**config.mk**
```make
export PLATFORM = sky130hd
export DESIGN_NAME = home_return
export DESIGN_NICKNAME = d
export VERILOG_FILES = /design/src/core/home_pkg.sv /design/src/core/speed_ramp.sv /design/src/core/home_return.sv
export SDC_FILE = /design/constraint.sdc
export NUM_CORES = 1
export LEC_CHECK = 0
export BUFFER_PORTS_ARGS = -buffer_cell sky130_fd_sc_hd__buf_2
export CAP_MARGIN = 15
export CELL_PAD_IN_SITES_DETAIL_PLACEMENT = 1
export CELL_PAD_IN_SITES_GLOBAL_PLACEMENT = 1
export CORE_ASPECT_RATIO = 1.2
export CORE_UTILIZATION = 30
export DETAILED_ROUTE_END_ITERATION = 8
export HOLD_SLACK_MARGIN = 0.03
export PLACE_DENSITY = 0.62
export SLEW_MARGIN = 5
export SYNTH_ARGS = -nofsm -noshare
export SYNTH_HDL_FRONTEND = slang
export SYNTH_SLANG_ARGS = --single-unit
```
**constraint.sdc**
```tcl
create_clock -name pclk -period 5.85 [get_ports pclk]
set_clock_uncertainty 0.1 [all_clocks]
set_input_delay 1.17 -clock pclk [delete_from_list [all_inputs] [get_ports pclk]]
set_output_delay 1.17 -clock pclk [all_outputs]
set_load 0.005 [all_outputs]
```
**src/core/home_pkg.sv**
```systemverilog
// package for the home-return sequencer: register map, fields, states, timing
// assumes a single pclk domain at 200 MHz and an APB master with 32-bit data
package home_pkg;
    localparam logic [7:0] reg_ctrl = 8'h00;
    localparam logic [7:0] reg_speed = 8'h04;
    localparam logic [7:0] reg_home_pos = 8'h08;
    localparam logic [7:0] reg_dwell = 8'h0c;
    localparam logic [7:0] reg_stop_tlim = 8'h10;
    localparam logic [7:0] reg_int_tlim = 8'h14;
    localparam logic [7:0] reg_fwd_tlim = 8'h18;
    localparam logic [7:0] reg_rev_tlim = 8'h1c;
    localparam logic [7:0] reg_accel = 8'h20;
    localparam logic [7:0] reg_status = 8'h24;
    localparam logic [7:0] reg_mask = 8'h28;
    localparam logic [7:0] reg_position = 8'h2c;
    // ctrl fields
    localparam int ctrl_dir_bit = 4;
    localparam int ctrl_two_station_bit = 5;
    localparam logic [3:0] method_data_set = 4'h2;
    localparam logic [3:0] method_stopper = 4'h3;
    localparam logic [3:0] method_ignore = 4'h4;
    // status event bits, live bits sit above them
    localparam int ev_done = 0;
    localparam int ev_contact = 1;
    localparam int ev_tlim = 2;
    localparam int ev_w = 3;
    localparam int live_done_bit = 8;
    localparam int live_busy_bit = 9;
    // reset values
    localparam logic [31:0] ctrl_rst = 32'h0000_0000;
    localparam logic [15:0] tlim_rst = 16'h7fff;
    localparam logic [15:0] accel_rst = 16'h0001;
    // timing: dwell counted in milliseconds
    localparam int clk_period_ns = 5;
    localparam int ms_in_ns = 1000000;
    localparam int cycles_per_ms = ms_in_ns / clk_period_ns;
    typedef enum logic [1:0]
    {
        st_idle = 2'b00,
        st_press = 2'b01,
        st_dwell = 2'b11,
        st_jog = 2'b10
    } home_state_e;
    // cyclic link bits from the host
    typedef struct packed {
        logic auto_manual_select;
        logic [4:0] point_table_select_low;
        logic [2:0] point_table_select_high;
        logic pos_speed_spec_select;
        logic internal_torque_limit_select;
        logic start;
        logic jog_fwd;
        logic jog_rev;
        logic servo_on;
    } host_cmd_s;
endpackage : home_pkg

```
**src/core/speed_ramp.sv**
```systemverilog
// acceleration limiter for the speed command
// assumes the step is a per-cycle speed increment set by software
module speed_ramp
    import home_pkg::*;
#(
    parameter int W = 16
)
(
    input wire logic pclk,
    input wire logic presetn,
    input wire logic [W-1:0] target,
    input wire logic [W-1:0] step,
    output logic [W-1:0] speed
);
    logic [W:0] sum;
    logic [W-1:0] next_speed;

    // ramps up by step, stops at once since only acceleration is shaped
    assign sum = {1'b0, speed} + {1'b0, step};
    assign next_speed = (speed >= target) ? target
                      : (sum[W-1:0] >= target || sum[W]) ? target : sum[W-1:0];

    always_ff @(posedge pclk or negedge presetn)
    begin
        if (!presetn)
            speed <= '0;
        else
            speed <= next_speed;
    end
endmodule : speed_ramp

```
**src/core/home_return.sv**
```systemverilog
// home-return sequencer: data setting, stopper and servo-on home methods
// assumes host link bits synchronous to pclk; motor torque fed back as signed value
//
// Design decisions made here: the APB interface to the registers and the placing of the registers.
module home_return
    import home_pkg::*;
#(
    parameter int POS_W = 32,
    parameter int CYC_PER_MS = cycles_per_ms
)
(
    input wire logic pclk,
    input wire logic presetn,
    input wire logic psel,
    input wire logic penable,
    input wire logic pwrite,
    input wire logic [7:0] paddr,
    input wire logic [31:0] pwdata,
    output logic [31:0] prdata,
    output logic pready,
    output logic pslverr,
    input wire host_cmd_s host_cmd,
    input wire logic signed [15:0] motor_torque,
    output logic home_return_done,
    output logic torque_limit_reached,
    output logic [15:0] speed_cmd,
    output logic dir_cmd,
    output logic [15:0] torque_limit_cmd,
    output logic [POS_W-1:0] position,
    output logic irq
);
    generate
        if (POS_W < 16 || POS_W > 32)
            $error("POS_W must lie between 16 and 32");
        if (CYC_PER_MS < 1)
            $error("CYC_PER_MS must be at least one");
    endgenerate

    logic [31:0] ctrl;
    logic [15:0] home_speed, stop_tlim, int_tlim, fwd_tlim, rev_tlim, accel;
    logic [15:0] dwell_ms;
    logic [POS_W-1:0] home_pos;
    logic [ev_w-1:0] status, mask;
    home_state_e state;
    logic [31:0] ms_cnt;
    logic [15:0] dwell_cnt;
    logic servo_on_q;

    // bus decode
    wire setup = psel && !penable;
    wire wr_done = psel && penable && pready && pwrite;
    wire rd_done = psel && penable && pready && !pwrite;
    wire mapped = (paddr <= reg_position) && (paddr[1:0] == 2'b00);
    wire rd_status = rd_done && (paddr == reg_status);
    wire [POS_W-1:0] home_pos_w = pwdata[POS_W-1:0];

    // mode decode from the host bits
    wire [3:0] method = ctrl[3:0];
    wire no_point = (host_cmd.point_table_select_low == 5'h00)
                 && (host_cmd.point_table_select_high == 3'h0);
    wire home_mode = host_cmd.auto_manual_select && no_point
                  && (!ctrl[ctrl_two_station_bit] || host_cmd.pos_speed_spec_select);
    wire start_home = home_mode && host_cmd.start && (state == st_idle || state == st_jog);
    wire start_data = start_home && (method == method_data_set);
    wire start_stop = start_home && (method == method_stopper);
    wire servo_on_rise = host_cmd.servo_on && !servo_on_q;
    wire ignore_home = (method == method_ignore) && servo_on_rise;
    wire jog_req = home_mode && (method == method_data_set)
                && (host_cmd.jog_fwd ^ host_cmd.jog_rev);

    // torque limits in effect
    wire [15:0] stop_eff = (host_cmd.internal_torque_limit_select && int_tlim < stop_tlim)
                         ? int_tlim : stop_tlim;
    wire pressing = (state == st_press) || (state == st_dwell);
    wire [15:0] next_tlim = pressing ? stop_eff
                          : (host_cmd.internal_torque_limit_select ? int_tlim : tlim_rst);
    wire [15:0] torque_abs = motor_torque[15] ? 16'(-motor_torque) : 16'(motor_torque);
    wire next_reached = (!motor_torque[15] && torque_abs >= fwd_tlim)
                     || (motor_torque[15] && torque_abs >= rev_tlim)
                     || (torque_abs >= torque_limit_cmd);

    // dwell timing
    wire ms_tick = (ms_cnt == 32'(CYC_PER_MS - 1));
    wire dwell_end = (state == st_dwell) && (dwell_cnt >= dwell_ms);
    wire contact = (state == st_press) && next_reached;
    wire finish = start_data || dwell_end || ignore_home;

    // motion target
    wire [15:0] target = (state == st_press || state == st_jog) ? home_speed : 16'h0000;
    wire next_dir = (state == st_jog) ? host_cmd.jog_rev
                  : (state == st_press) ? ctrl[ctrl_dir_bit] : dir_cmd;

    // events and read data
    wire [ev_w-1:0] events = {next_reached && !torque_limit_reached, contact, finish};
    wire [ev_w-1:0] clr_bits = rd_status ? prdata[ev_w-1:0] : '0;
    wire [ev_w-1:0] next_status = (status & ~clr_bits) | events;
    logic [31:0] rdata;
    always_comb
    begin
        rdata = 32'h0000_0000;
        case (paddr)
            reg_ctrl: rdata = ctrl;
            reg_speed: rdata = {16'h0000, home_speed};
            reg_home_pos: rdata = 32'(home_pos);
            reg_dwell: rdata = {16'h0000, dwell_ms};
            reg_stop_tlim: rdata = {16'h0000, stop_tlim};
            reg_int_tlim: rdata = {16'h0000, int_tlim};
            reg_fwd_tlim: rdata = {16'h0000, fwd_tlim};
            reg_rev_tlim: rdata = {16'h0000, rev_tlim};
            reg_accel: rdata = {16'h0000, accel};
            reg_status: rdata = {22'h000000, (state != st_idle), home_return_done,
                                 5'h00, status};
            reg_mask: rdata = {29'h00000000, mask};
            reg_position: rdata = 32'(position);
            default: rdata = 32'h0000_0000;
        endcase
    end

    // apb answer: zero wait states, data caught in the setup cycle
    always_ff @(posedge pclk or negedge presetn)
    begin
        if (!presetn)
        begin
            pready <= 1'b0;
            prdata <= 32'h0000_0000;
            pslverr <= 1'b0;
        end
        else
        begin
            pready <= setup;
            prdata <= setup ? rdata : prdata;
            pslverr <= setup && !mapped;
        end
    end

    // software registers
    always_ff @(posedge pclk or negedge presetn)
    begin
        if (!presetn)
        begin
            ctrl <= ctrl_rst;
            home_speed <= 16'h0000;
            home_pos <= '0;
            dwell_ms <= 16'h0000;
            stop_tlim <= tlim_rst;
            int_tlim <= tlim_rst;
            fwd_tlim <= tlim_rst;
            rev_tlim <= tlim_rst;
            accel <= accel_rst;
            mask <= '0;
        end
        else if (wr_done)
        begin
            case (paddr)
                reg_ctrl: ctrl <= pwdata;
                reg_speed: home_speed <= pwdata[15:0];
                reg_home_pos: home_pos <= home_pos_w;
                reg_dwell: dwell_ms <= pwdata[15:0];
                reg_stop_tlim: stop_tlim <= pwdata[15:0];
                reg_int_tlim: int_tlim <= pwdata[15:0];
                reg_fwd_tlim: fwd_tlim <= pwdata[15:0];
                reg_rev_tlim: rev_tlim <= pwdata[15:0];
                reg_accel: accel <= pwdata[15:0];
                reg_mask: mask <= pwdata[ev_w-1:0];
                default: ;
            endcase
        end
    end

    // sequencer: a new stopper start drops done, only success raises it
    always_ff @(posedge pclk or negedge presetn)
    begin
        if (!presetn)
        begin
            state <= st_idle;
            home_return_done <= 1'b0;
            servo_on_q <= 1'b0;
        end
        else
        begin
            servo_on_q <= host_cmd.servo_on;
            case (state)
                st_idle, st_jog:
                    if (start_stop)
                        state <= st_press;
                    else
                        state <= jog_req ? st_jog : st_idle;
                st_press:
                    if (contact)
                        state <= st_dwell;
                st_dwell:
                    if (dwell_end)
                        state <= st_idle;
                default:
                    state <= st_idle;
            endcase
            if (finish)
                home_return_done <= 1'b1;
            else if (start_stop)
                home_return_done <= 1'b0;
        end
    end

    // dwell counters, cleared outside the dwell state
    always_ff @(posedge pclk or negedge presetn)
    begin
        if (!presetn)
        begin
            ms_cnt <= 32'h0000_0000;
            dwell_cnt <= 16'h0000;
        end
        else if (state != st_dwell)
        begin
            ms_cnt <= 32'h0000_0000;
            dwell_cnt <= 16'h0000;
        end
        else
        begin
            ms_cnt <= ms_tick ? 32'h0000_0000 : ms_cnt + 32'h0000_0001;
            dwell_cnt <= ms_tick ? dwell_cnt + 16'h0001 : dwell_cnt;
        end
    end

    // position tracking; any completion loads the home value
    always_ff @(posedge pclk or negedge presetn)
    begin
        if (!presetn)
            position <= '0;
        else if (finish)
            position <= home_pos;
        else if (dir_cmd)
            position <= position - POS_W'(speed_cmd);
        else
            position <= position + POS_W'(speed_cmd);
    end

    // drive outputs, status and interrupt
    always_ff @(posedge pclk or negedge presetn)
    begin
        if (!presetn)
        begin
            dir_cmd <= 1'b0;
            torque_limit_cmd <= tlim_rst;
            torque_limit_reached <= 1'b0;
            status <= '0;
            irq <= 1'b0;
        end
        else
        begin
            dir_cmd <= next_dir;
            torque_limit_cmd <= next_tlim;
            torque_limit_reached <= next_reached;
            status <= next_status;
            irq <= |(next_status & mask);
        end
    end

    speed_ramp #(.W(16)) ramp
    (
        .pclk(pclk),
        .presetn(presetn),
        .target(target),
        .step(accel),
        .speed(speed_cmd)
    );

    a_stop_tlim: assert property (@(posedge pclk) disable iff (!presetn)
        $past(state == st_press) |-> torque_limit_cmd <= stop_tlim)
        else $error("stopper torque limit not applied");
    a_tlim_select: assert property (@(posedge pclk) disable iff (!presetn)
        (pressing && !host_cmd.internal_torque_limit_select) |=> torque_limit_cmd == $past(stop_tlim))
        else $error("wrong limit with internal select off");
    a_dwell_wait: assert property (@(posedge pclk) disable iff (!presetn)
        (state == st_dwell && dwell_cnt < dwell_ms) |=> !home_return_done)
        else $error("done raised before dwell ended");
    a_done_drop: assert property (@(posedge pclk) disable iff (!presetn)
        start_stop |=> !home_return_done ##1 (!home_return_done throughout (state != st_idle)[*2]))
        else $error("done not dropped on new start");
    a_home_load: assert property (@(posedge pclk) disable iff (!presetn)
        finish |=> position == $past(home_pos) && home_return_done)
        else $error("home value not loaded");
    a_ignore_home: assert property (@(posedge pclk) disable iff (!presetn)
        (method == method_ignore && host_cmd.servo_on && !servo_on_q) |=> home_return_done)
        else $error("servo-on home not set");
    a_press_dir: assert property (@(posedge pclk) disable iff (!presetn)
        (state == st_press) [*2] |-> dir_cmd == ctrl[ctrl_dir_bit])
        else $error("press direction wrong");
    a_tlim_flag: assert property (@(posedge pclk) disable iff (!presetn)
        (!motor_torque[15] && torque_abs >= fwd_tlim) |=> torque_limit_reached)
        else $error("torque flag missed");
    a_mode_gate: assert property (@(posedge pclk) disable iff (!presetn)
        (state == st_idle && !no_point) |=> state != st_press)
        else $error("home start with point table selected");
    // bus answer, interrupt level and the smaller internal limit; a status read may clear, so it is excluded
    a_irq_level: assert property (@(posedge pclk) disable iff (!presetn)
        ((status & mask) != '0 && !rd_status) |=> irq)
        else $error("irq low with masked status set");
    a_ready_pulse: assert property (@(posedge pclk) disable iff (!presetn)
        setup |=> pready ##1 !pready)
        else $error("apb answer not a single access cycle");
    a_stop_smaller: assert property (@(posedge pclk) disable iff (!presetn)
        (pressing && host_cmd.internal_torque_limit_select && int_tlim < stop_tlim)
        |=> torque_limit_cmd == $past(int_tlim))
        else $error("smaller internal limit not applied");
endmodule : home_return

```
==> key figures <==
Clock network
  • Worst-path clk slew: 60 ps
  • Clock Tree Buf Depth: 3
  • Num CTS Buffers: 38
  • H-tree levels: 2
  • Post_cts resized: 0
  • Root Driver: clkbuf_16
  • CTS tree: built
  • Sink Count: 335
  • Hold buffers post-CTS: 0
  • Worst skew pair latency: 570 ps
  • Postcts setup bufs: 0

Timing
  • Fin. max-slew vios: 0
  • Worst-Margin Slew: 1000 ps
  • RSZ-0062 raised after global routing: false
  • Relative slew slack: 33.2%
  • Hold Slack: 376 ps
  • Final hold vios: 0
  • Final critical-path share of the clock period: 84.6%
  • Period minus WS final: 4950 ps
  • Final WS setup: 902 ps
  • # setup viols final: 0
  • FMAX: 0.202 GHz
  • Total negative slack: 0 ps

Status
  • Outcome: finished, final reports clean

Worst setup path
  • CP Launch Type: register
  • CP peak stage delay: 530 ps
  • Critical path required time: 6190 ps
  • Critical Path Stages: 16
  • Crit path buffers/inverters: 0
  • Crit-path cells: ha_1 > a211oi_1 > o21ai_1 > nand3_1 > o21ai_1 > o31ai_1 > o21ai_1 > a21oi_1 > xnor2_1 > ha_1 > a2111oi_0 > nand3_1 > a221oi_1 > o221a_2 > nand4_2 > mux2_1
  • Cell mode on critical path: o21ai_1
  • CP Data Arrival Time: 5280 ps
  • FF-to-FF setup slack: 900 ps
  • Slowest cell on crit path: mux2_1
  • Register-to-Register Path Depth: 16
  • Top delay family on crit path: compound AO/OA/AOI/OAI gates
  • CP endpoint kind: register
  • Critical path type: reg2reg
  • Max FO, Critical Path: 16

Floorplan
  • IO Count: 178
  • Core footprint: 0.0648 sq mm
  • Die ar.: 0.0670 sq mm
  • Die Height: 283 um
  • Die X: 236 um
  • # rows: 102
  • Initial core utilization: 30.5%

Power
  • Maximum VDD drop: 191 uV
  • Pwr per Cell Area: 326 mW/mm^2
  • Switching share of total power: 34.4%
  • Logic pwr share: 29.8%
  • LEAKAGE: 10.4 nW
  • NetSw: 0.00258 W
  • Int Power: 0.00492 W
  • Part of the power in the clock network: 32.4%
  • Sequential share of power: 37.7%

Detailed routing
  • Routed wire per std cell: 22.9 um
  • # DRC: 0
  • ANT nets after route: 0
  • Drt first pass iters: 6
  • 1st-iter DRT viols: 688
  • Via density: 5.35
  • Final WL: 67,200 um
  • Vias: 15,687

Synthesis
  • Yosys top cell by area: dfrtp_1
  • Post-synthesis cell count: 1,889
  • Area contributors post-synth: dfrtp_1, mux2_2, ha_1
  • Synth Area per Inst: 10.5 sq um
  • Asr flop ratio synth: 100%
  • Primary FF master, synth: dfrtp_1
  • Most frequent cells after synthesis: dfrtp_1, mux2_2, ha_1
  • Ys Warns: 0
  • Top cell type's share of synthesized area: 32.8%
  • Yosys cell types: 86
  • Post-synth EDFFs: 0
  • Flop and latch count out of synthesis: 335
  • Sequential fraction of the synthesis area: 42.8%
  • Mapped Area: 0.0198 sq mm
  • Most common cell in the netlist: dfrtp_1
  • Synthesized net count: 2,134

Placement
  • Buffers on Ports: 177
  • GPL Wtd Cong: 0.845
  • Post-DP HPWL: 50,500 um
  • Setup slack at placement: 789 ps

Min path
  • Hold Path Class: reg2reg
  • Hold depth: 2

Global route
  • Largest net degree at the start of global routing: 123
  • Initial antenna violation count: 3
  • First-pass GRT wire length: 104,000 um
  • Total gr overflow: 0
  • Total track usage: 20.1%
  • Vias in the first global route: 17,090

Final layout
  • # nets final: 2,316
  • P&R area growth vs syn: 16.0%
  • Fill cells: 7,269
  • Share of layout cells above drive strength 1: 26.2%

Run
  • Max_cap viols: 0
## layout make-up
class                           count  area (sq um)  area share, %
Multi-Input combinational cell   1363         10600           46.1
Sequential cell                   335          8480           36.9
Timing Repair Buffer              202          1120           4.89
Clock buffer                       56          1110           4.84
Tap cell                          832          1040           4.54
Inverter                          131           492           2.14
Clock inverter                     12           123          0.534
Antenna cell                        1          2.50         0.0109
## sequential cells by signal, indices dropped and copies added, names as in the netlist, 32 cells and up
register,count
ctrl,32
home_pos,32
ms_cnt,32
position,32
prdata,32
## cells in the final DEF (no fill, tap or decap), types with 59 or more instances in the layout
master,n
dfrtp_1,259
ha_1,167
a21oi_1,74
mux2_2,186
inv_1,128
dfstp_2,76
nor2_1,122
o21ai_0,59
buf_2,176
nand2_1,141
## path summary, 6_finish.rpt
check	endpoint	from
min in group asynchronous	position[0]$_DFF_PN0_	presetn
max in group asynchronous	dwell_ms[11]$_DFFE_PN0P_	presetn
setup reg to reg	ramp.speed[9]$_DFF_PN0_	ramp.speed[1]$_DFF_PN0_
hold reg to reg	prdata[30]$_DFFE_PN0P_	prdata[30]$_DFFE_PN0P_
setup / recovery	ramp.speed[9]$_DFF_PN0_	ramp.speed[1]$_DFF_PN0_
hold / removal	prdata[30]$_DFFE_PN0P_	prdata[30]$_DFFE_PN0P_
## power by group through the flow
stage | clock, W | combinational [W] | sequential [W]
after global placement | 0 | 0.00220 | 0.00287
after floorplan | 0 | 0.00146 | 0.00276
after detailed placement | 0 | 0.00225 | 0.00287
final | 0.00243 | 0.00223 | 0.00283
after CTS | 0.00251 | 0.00227 | 0.00284
after global routing | 0.00257 | 0.00250 | 0.00286
## cells by family after synthesis
group / after synthesis / share of synthesized area, %
AND/OR/NAND/NOR: 448 / 10.9
AO/OA/AOI/OAI: 439 / 15.6
flip-flops: 335 / 42.8
multiplexers: 201 / 11.4
buffers and inverters: 191 / 3.81
adder cells (fa/ha/maj): 169 / 10.8
XOR/XNOR: 106 / 4.69
## worst min-delay path, cell delays in order, from the launching register on
cell and delay (ps):
dfrtp_1 340, nand2_1 50, o21ai_0 60
## layer usage
layer	routed length (um)	GRT usage, %
met3	2370	3.22
met1	29500	25.0
met2	33200	35.1
met5	11	0
met4	2150	6.70
## through the flow
| step | instance area [sq um] | instances | utilization (%) | power, W |
|---|---|---|---|---|
| finish | 22900 | 2932 | 35.4 | 0.00749 |
| global route | 22900 | 2932 | 35.4 | 0.00793 |
| CTS | 22900 | 2930 | 35.4 | 0.00761 |
| detailed placement | 21700 | 2862 | 33.5 | 0.00512 |
| global placement | 21700 | 2862 | 33.5 | 0.00507 |
| floorplan | 19800 | 1889 | - | 0.00422 |
Power figures use the tool's default switching activity.
